`config.mk`:
```
export PLATFORM = sky130hd
export DESIGN_NAME = pcg_clock_gen
export DESIGN_NICKNAME = d
export VERILOG_FILES = /design/src/pcg_pkg.sv /design/src/pcg_clock_gen.sv /design/src/pcg_sync_bank.sv
export SDC_FILE = /design/constraint.sdc
export NUM_CORES = 1
export LEC_CHECK = 0
export BUFFER_PORTS_ARGS = -buffer_cell sky130_fd_sc_hd__buf_4
export CORE_ASPECT_RATIO = 0.5
export CORE_UTILIZATION = 47
export CTS_CLUSTER_DIAMETER = 60
export CTS_CLUSTER_SIZE = 20
export DETAILED_ROUTE_END_ITERATION = 12
export PLACE_DENSITY = 0.77
export SLEW_MARGIN = 5
export SYNTH_ARGS = -nofsm -noshare
export SYNTH_HDL_FRONTEND = slang
export SYNTH_SLANG_ARGS = --single-unit
```
`constraint.sdc`:
```
create_clock -name clk -period 2.72 [get_ports clk]
set_input_delay 0.136 -clock clk [delete_from_list [all_inputs] [get_ports clk]]
set_output_delay 0.136 -clock clk [all_outputs]
set_load 0.03 [all_outputs]
```
`src/pcg_pkg.sv`:
```
// Constants and types for the palette clock generator
// Function
// - Reference clock runs free, never blanked, dot clock divided by 1 to 64.
// - Divide bits 5:3 set video clock ratio; code 7 holds it high.
// - Divide bits 2:0 set reference ratio; code 7 holds reference and shift low.
// - Bit 6 enables shift clock output, default off and low; bit 7 ignored.
// - Shift clock follows reference ratio but is suppressed during blank.
// - Writing 3F resets the shared counter; reference, shift low, video high.
// - All three clocks come from one counter advanced each dot clock edge.
// - Sync and blank sampled on falling video clock, rising when polarity inverted.
// - After reset reference divides by 64, shift low, video high.
// - Source codes 00-04 pick TTL inputs 0-4; 06 and 07 pick ECL pairs.
// - Codes 10-14, 16, 17 pick the same sources with frequency doubling.
// - Source bits 3 and 7 ignored; bits 5 and 6 reserved.
// - Reset selects clock input zero as TTL source, code 00.
package pcg_pkg;
  localparam int CLK_MHZ = 200;
  localparam int SETTLE_NS = 30;
  localparam logic [2:0] SETTLE_CYC = 3'((SETTLE_NS * CLK_MHZ + 999) / 1000);

  localparam logic [11:0] OCS_ADDR = 12'h000;
  localparam logic [11:0] ICS_ADDR = 12'h004;
  localparam logic [11:0] CFG_ADDR = 12'h008;
  localparam logic [11:0] STAT_ADDR = 12'h00C;

  localparam logic [7:0] OCS_RST = 8'h3E;
  localparam logic [7:0] ICS_RST = 8'h00;
  localparam logic CFG_RST = 1'b0;
  localparam logic [6:0] CNT_RESET_CODE = 7'h3F;
  localparam logic [2:0] HELD_CODE = 3'h7;

  localparam int OCS_REF_LSB = 0;
  localparam int OCS_VID_LSB = 3;
  localparam int OCS_SHIFT_EN = 6;
  localparam int ICS_DOUBLE = 4;

  localparam int ST_REF = 0;
  localparam int ST_SHIFT = 1;
  localparam int ST_VIDEO = 2;
  localparam int ST_SETTLE = 3;
  localparam int ST_HSYNC = 4;
  localparam int ST_VSYNC = 5;
  localparam int ST_BLANK = 6;
  localparam int ST_LEVEL = 7;
  localparam int ST_CNT_LSB = 8;

  typedef struct packed {
    logic psel;
    logic penable;
    logic pwrite;
    logic [11:0] paddr;
    logic [31:0] pwdata;
  } pcg_apb_req_s;

  typedef struct packed {
    logic [31:0] prdata;
    logic pready;
    logic pslverr;
  } pcg_apb_rsp_s;

  typedef struct packed {
    logic hsync;
    logic vsync;
    logic systemBlankIn;
  } pcg_vid_s;

  typedef struct packed {
    logic refClk;
    logic shiftClk;
    logic videoClockOut;
  } pcg_clk_s;

  typedef struct packed {
    logic [2:0] index;
    logic diff;
    logic double;
    logic level;
  } pcg_src_s;

  typedef struct packed {
    logic [7:0] ocs;
    logic [7:0] ics;
    logic cfgInvert;
    logic [6:0] cnt;
    pcg_clk_s clk;
    pcg_vid_s vid;
    pcg_src_s src;
    logic [2:0] settle;
    logic busy;
    pcg_apb_rsp_s rsp;
  } pcg_state_s;

  localparam pcg_clk_s CLK_RST = '{refClk: 1'b0, shiftClk: 1'b0, videoClockOut: 1'b1};
  localparam pcg_vid_s VID_RST = '{hsync: 1'b1, vsync: 1'b1, systemBlankIn: 1'b0};
  localparam pcg_src_s SRC_RST = '{index: 3'h0, diff: 1'b0, double: 1'b0, level: 1'b0};
  localparam pcg_apb_rsp_s RSP_RST = '{prdata: 32'h0, pready: 1'b0, pslverr: 1'b0};
  localparam pcg_state_s STATE_RST = '{ocs: OCS_RST, ics: ICS_RST, cfgInvert: CFG_RST,
    cnt: 7'h00, clk: CLK_RST, vid: VID_RST, src: SRC_RST, settle: 3'h0, busy: 1'b0,
    rsp: RSP_RST};
endpackage

```
`src/pcg_clock_gen.sv`:
```
// Palette clock generator: source select, divided clocks, APB registers
//
// Register access over APB and the address map are this design's own decisions.
`timescale 1ns/1ps
module pcg_clock_gen (
  input wire logic clk,
  input wire logic rst_n,
  input wire pcg_pkg::pcg_apb_req_s apbReq,
  output pcg_pkg::pcg_apb_rsp_s apbRsp,
  input wire logic clockInputZero,
  input wire logic clockInputOne,
  input wire logic clockInputTwo,
  input wire logic clockInputThree,
  input wire logic clockInputFour,
  input wire pcg_pkg::pcg_vid_s vidIn,
  output pcg_pkg::pcg_clk_s clkOut,
  output pcg_pkg::pcg_vid_s vidSampled,
  output pcg_pkg::pcg_src_s srcOut,
  output logic settling
);
  import pcg_pkg::*;

  // The dot clock is clk/2: counter bit 0 is the dot clock itself, so
  // every ratio including /1 leaves a flop with a clean 50 percent duty.
  function automatic logic tapBit(input logic [6:0] c, input logic [2:0] sel);
    logic [7:0] ext;
    ext = {1'b0, c};
    tapBit = ext[sel];
  endfunction

  // Returns {valid, index, diff}; bits 3 to 7 take no part
  function automatic logic [4:0] decodeSrc(input logic [7:0] code);
    logic [4:0] r;
    r = 5'h00;
    unique case (code[2:0])
      3'h0, 3'h1, 3'h2, 3'h3, 3'h4: r = {1'b1, code[2:0], 1'b0};
      3'h6: r = {1'b1, 3'h3, 1'b1};
      3'h7: r = {1'b1, 3'h1, 1'b1};
      default: r = 5'h00;
    endcase
    decodeSrc = r;
  endfunction

  logic rstMeta;
  logic rstSyncN;
  logic [7:0] pinRaw;
  logic [7:0] pinSync;
  logic [4:0] clkPins;
  pcg_vid_s vidPins;
  pcg_state_s s;
  pcg_state_s n;
  logic setup;
  logic access;
  logic wrOcs;
  logic wrIcs;
  logic wrCfg;
  logic cntReset;

  always_ff @(posedge clk or negedge rst_n) begin
    if (!rst_n) begin
      rstMeta <= 1'b0;
      rstSyncN <= 1'b0;
    end else begin
      rstMeta <= 1'b1;
      rstSyncN <= rstMeta;
    end
  end

  assign pinRaw = {vidIn.hsync, vidIn.vsync, vidIn.systemBlankIn, clockInputFour,
    clockInputThree, clockInputTwo, clockInputOne, clockInputZero};

  pcg_sync_bank u_sync (
    .clk(clk),
    .rstSyncN(rstSyncN),
    .din(pinRaw),
    .dout(pinSync)
  );

  assign clkPins = pinSync[4:0];
  assign vidPins = pinSync[7:5];

  assign setup = apbReq.psel && !apbReq.penable;
  assign access = apbReq.psel && apbReq.penable && s.rsp.pready && !s.rsp.pslverr;
  assign wrOcs = access && apbReq.pwrite && apbReq.paddr == OCS_ADDR;
  assign wrIcs = access && apbReq.pwrite && apbReq.paddr == ICS_ADDR;
  assign wrCfg = access && apbReq.pwrite && apbReq.paddr == CFG_ADDR;
  assign cntReset = wrOcs && apbReq.pwdata[6:0] == CNT_RESET_CODE;

  always_comb begin
    logic [4:0] dec;
    logic edgeHit;
    logic [2:0] refSel;
    logic [2:0] vidSel;
    dec = decodeSrc(apbReq.pwdata[7:0]);
    edgeHit = 1'b0;
    refSel = 3'h0;
    vidSel = 3'h0;
    n = s;

    // Register bus: answer prepared in setup, presented in the access phase
    n.rsp.pready = setup;
    n.rsp.pslverr = 1'b0;
    if (setup) begin
      unique case (apbReq.paddr)
        OCS_ADDR: n.rsp.prdata = {24'h0, s.ocs};
        ICS_ADDR: n.rsp.prdata = {24'h0, s.ics};
        CFG_ADDR: n.rsp.prdata = {31'h0, s.cfgInvert};
        STAT_ADDR: begin
          n.rsp.prdata = 32'h0;
          n.rsp.prdata[ST_REF] = s.clk.refClk;
          n.rsp.prdata[ST_SHIFT] = s.clk.shiftClk;
          n.rsp.prdata[ST_VIDEO] = s.clk.videoClockOut;
          n.rsp.prdata[ST_SETTLE] = s.busy;
          n.rsp.prdata[ST_HSYNC] = s.vid.hsync;
          n.rsp.prdata[ST_VSYNC] = s.vid.vsync;
          n.rsp.prdata[ST_BLANK] = s.vid.systemBlankIn;
          n.rsp.prdata[ST_LEVEL] = s.src.level;
          n.rsp.prdata[ST_CNT_LSB +: 7] = s.cnt;
        end
        default: begin
          n.rsp.prdata = 32'h0;
          n.rsp.pslverr = 1'b1;
        end
      endcase
    end

    if (wrOcs) begin
      n.ocs = apbReq.pwdata[7:0];
    end
    if (wrIcs) begin
      n.ics = apbReq.pwdata[7:0];
      if (dec[4]) begin
        n.src.index = dec[3:1];
        n.src.diff = dec[0];
        n.src.double = apbReq.pwdata[ICS_DOUBLE];
      end
    end
    if (wrCfg) begin
      n.cfgInvert = apbReq.pwdata[0];
    end

    // Settling window after a selection change, shown in the status word
    if (wrOcs || wrIcs) begin
      n.settle = SETTLE_CYC;
    end else if (s.settle != 3'h0) begin
      n.settle = s.settle - 3'h1;
    end
    n.busy = n.settle != 3'h0;

    // Level of the chosen source; a differential pair is high when p beats n
    if (s.src.diff) begin
      n.src.level = clkPins[s.src.index] && !clkPins[s.src.index + 3'h1];
    end else begin
      n.src.level = clkPins[s.src.index];
    end

    // One shared counter feeds all three outputs, keeping them in phase
    n.cnt = cntReset ? 7'h00 : s.cnt + 7'h01;
    refSel = n.ocs[OCS_REF_LSB +: 3];
    vidSel = n.ocs[OCS_VID_LSB +: 3];

    // Reference never sees blank; held code forces it low
    n.clk.refClk = refSel == HELD_CODE ? 1'b0 : tapBit(n.cnt, refSel);
    // A running shift high phase completes; a new one starts only unblanked
    n.clk.shiftClk = n.ocs[OCS_SHIFT_EN] && n.clk.refClk
      && (s.clk.shiftClk || s.vid.systemBlankIn);
    n.clk.videoClockOut = vidSel == HELD_CODE ? 1'b1 : tapBit(n.cnt, vidSel);

    // Video controls are taken at the chosen video clock edge
    if (s.cfgInvert) begin
      edgeHit = !s.clk.videoClockOut && n.clk.videoClockOut;
    end else begin
      edgeHit = s.clk.videoClockOut && !n.clk.videoClockOut;
    end
    if (edgeHit) begin
      n.vid = vidPins;
    end
  end

  // Reset values give /64 reference, shift low, video high, input zero TTL
  always_ff @(posedge clk or negedge rstSyncN) begin
    if (!rstSyncN) begin
      s <= STATE_RST;
    end else begin
      s <= n;
    end
  end

  assign apbRsp = s.rsp;
  assign clkOut = s.clk;
  assign vidSampled = s.vid;
  assign srcOut = s.src;
  assign settling = s.busy;
endmodule

```
`src/pcg_sync_bank.sv`:
```
// Two-flop synchroniser bank for the clock and video control pins
`timescale 1ns/1ps
module pcg_sync_bank (
  input wire logic clk,
  input wire logic rstSyncN,
  input wire logic [7:0] din,
  output logic [7:0] dout
);
  import pcg_pkg::*;

  typedef struct packed {
    logic [7:0] meta;
    logic [7:0] sync;
  } pcg_sync_s;

  pcg_sync_s s;
  pcg_sync_s n;

  always_comb begin
    n = s;
    n.meta = din;
    n.sync = s.meta;
  end

  always_ff @(posedge clk or negedge rstSyncN) begin
    if (!rstSyncN) begin
      s <= '0;
    end else begin
      s <= n;
    end
  end

  assign dout = s.sync;
endmodule
```
==> results.toml <==
[power_and_ir_drop]
p_sw_w = 0.000674
p_leak_nw = 2.16
clkPwrFrac_pct = 45.0
power_w = 0.00281
pwr-share-comb_pct = 12.1
p_int_w = 0.00214
switching_share_pct = 24.0
power_density_mw_per_mm2 = 614
p_seq_share_pct = 42.9
ir_drop_mv = 0.349

[floorplan]
die_area_mm2 = 0.00857
die_h_um = 65.9
boundaryPins = 104
die_width_um = 130
fp-row-count = 22
initial_core_util_pct = 50.4
core_area_mm2 = 0.00762

[yosys]
synth_ff_type = "dfrtp_1"
synthArstFlopShare_pct = 100
yosysTopAreaCell = "dfrtp_1"
synth-edff-count = 0
synth_cell_types = 55
avgSynthCellArea_um2 = 11.0
seq_area_frac_synth_pct = 49.1
ys_ff_latch = 75
synth_top_area_share_pct = 43.6
synth_area_mm2 = 0.00384
post-synth-top-count-cell = "dfrtp_1"
yosys_warnings = 0
yosys-top-cells-area = "dfrtp_1 (44%), buf_4 (9.0%), dfstp_2 (5.5%), mux2i_1 (3.9%), nor2_1 (2.5%)"
synth.top_cells.by_count = "dfrtp_1 (67), buf_4 (46), nor2_1 (26), nand2_1 (25), mux2i_1 (15)"
syn_inst = 348

[outcome]
status = "finished, final reports clean"

[worst_setup_path]
cp_slowest_cell = "o32ai_2"
crit_type = "reg2reg"
cp.arrival_ps = 2700
crit_fanout = 8
worst_setup_path_end_kind = "flip-flop"
critPathLaunchType = "flip-flop"
r2r_slack_ps = 240
max_stage_delay_ps = 520
crit_path_cell_trace = "and4b_1 -> nand2b_1 -> o21ai_2 -> o21ai_1 -> o32ai_2 -> o21a_4 -> inv_2 -> nor3_2 -> nor4b_2"
critical_path_required_ps = 2940

[cts]
insertion_delay_ps = 340
cts_max_level = 3
cts_resized = 0
cts_buffer_depth = 2
cts_buffers = 9
cts_sinks = 75
cts_tree = "built"
clk_pin_slew_worst_paths_ps = 60
clock-root-buffer = "clkbuf_16"

[layout]
syn_to_final_growth_pct = 19.1
diodes = 0
ff_latch_area_mm2 = 0.00189
multiInputGateArea_mm2 = 0.00158
drive_above_1_share_pct = 31.7
fillers = 613
finalNetCount = 458

[timing]
holdWs_ps = 47.0
final_period_minus_worst_setup_slack_ps = 2480
worstMarginPinSlew_ps = 665
finalSetupViolCount = 0
fin_ws_ps = 241
hold_viol_final = 0
clock-skew-final_ps = 3.70
fin_tns_setup_ps = 0
finalMaxSlewViolations = 0
relSlewSlack_pct = 55.6
fmax_ghz = 0.403
fin_crit_sh_pct = 91.1
rsz0062_at_grt = "no"

[detailed_routing]
wirelength_um = 7760
vias = 2610
dr.pass1.iters = 4
drc = 0
antenna_left = 0
via_per_inst = 5.13
wire_per_inst_um = 15.2
drtIter0Drc = 172

[global_route]
grt_max_degree = 32
grt_pass1_wl_um = 12500
grt_usage_pct = 19.9
grt_pass1_vias = 2437
antenna_found_initial = 0
grt_overflow = 0

[placed_design]
pre_cts_ws_ps = 293
dp_hpwl_um = 5700
io_buffers = 62
gp_congestion = 0.934

[job]
maxCapViolCount = 0

[hold_path]
hp-class = "in2reg"
[cells by family after synthesis]
| kind of cell | Yosys count | share of synthesized area [%] |
|---|---|---|
| AO/OA/AOI/OAI | 63 | 12.2 |
| AND/OR/NAND/NOR | 100 | 15.5 |
| other | 2 | 0.195 |
| XOR/XNOR | 7 | 1.60 |
| buffers and inverters | 69 | 11.3 |
| adder cells (fa/ha/maj) | 5 | 1.63 |
| multiplexers | 27 | 8.50 |
| flip-flops | 75 | 49.1 |
[layout make-up]
cell class | count | share of cell area, %
clock buffer | 11 | 5.30
clock inverter | 5 | 1.69
inverter | 13 | 1.07
multi-input combinational | 220 | 34.6
sequential | 75 | 41.3
tap | 108 | 2.95
timing repair buffer | 77 | 13.1
[worst max-delay path, delay by kind of cell (launching register included)]
kind	cells	cell delay, ps
flops	1	380
compound gates	4	1120
simple gates	4	800
buf+inv	1	70
[power groups by stage]
stage,logic [W],clock network [W],registers [W]
2_1_floorplan,0.000230,0,0.00124
3_3_place_gp,0.000314,0,0.00122
4_1_cts,0.000343,0.00129,0.00121
3_5_place_dp,0.000330,0,0.00123
5_1_grt,0.000370,0.00135,0.00121
6_report,0.000340,0.00126,0.00120
[cell usage in the layout, fill, tap and decap left out, types with 2 or more instances in the layout]
cell type and n:
xor2_1 3, a31oi_1 7, mux2_4 2, clkinv_2 2
nor2_1 26, mux2i_1 15, nand3_1 5, o21ai_2 3
clkbuf_16 9, nor4b_2 3, inv_1 12, nand2b_1 5
xnor2_1 4, buf_4 68, dlygate4sd3_1 9, o22ai_1 2
nor3_2 3, bufinv_16 2, nand2_1 25, or2_2 3
o21ai_0 6, nor3b_1 4, nand4_1 3, conb_1 18
o211ai_1 8, ha_1 5, o31ai_1 8, dfstp_2 8
dfrtp_1 66, mux2_2 7, nor4_4 2, nor3_1 10
and3_1 2, a21oi_1 11, a22o_1 7, mux4_2 3
a21boi_1 2
[worst paths after layout]
path                                start  cells past startpoint              to
worst max-delay path            apbRsp[0]                      9   vidSampled[0]
worst min-delay path            apbReq[7]                      2           s[73]
worst max register to register  apbRsp[0]                      9   vidSampled[0]
worst min register to register   rstSyncN                      0  u_sync.dout[1]
max in group asynchronous        rstSyncN                      1           s[68]
min in group asynchronous           rst_n                      2         rstMeta
[per-layer routing]
layer	share of wire (%)	vias up	wire length, um	global-route usage (%)
li1	-	1262	-	-
met1	47	1243	3640	28.0
met2	44	98	3400	29.1
met3	8.2	7	637	6.72
met4	0.98	0	76	5.81
met5	0	-	0	0
[state kept, by name, indices dropped and copies added (netlist names)]
signal and flops:
vidSampled 3, s 27, u_sync.n 8, apbRsp 17
srcOut 6, settling 1, clkOut 3, rstMeta 1
u_sync.dout 8, rstSyncN 1
[stage by stage]
stage	cell area, um^2	cells	utilization [%]
finish	4580	509	60.0
global route	4580	509	60.0
CTS	4580	509	60.0
detailed placement	4170	484	54.6
global placement	4170	484	54.6
floorplan	3900	364	-
[timing repair]
item,CTS,global route
hold buffers,9,0
setup buffers,0,0
setup endpoints to repair,0,0
endpoints found under the hold margin,10,0
Power figures use the tool's default switching activity.
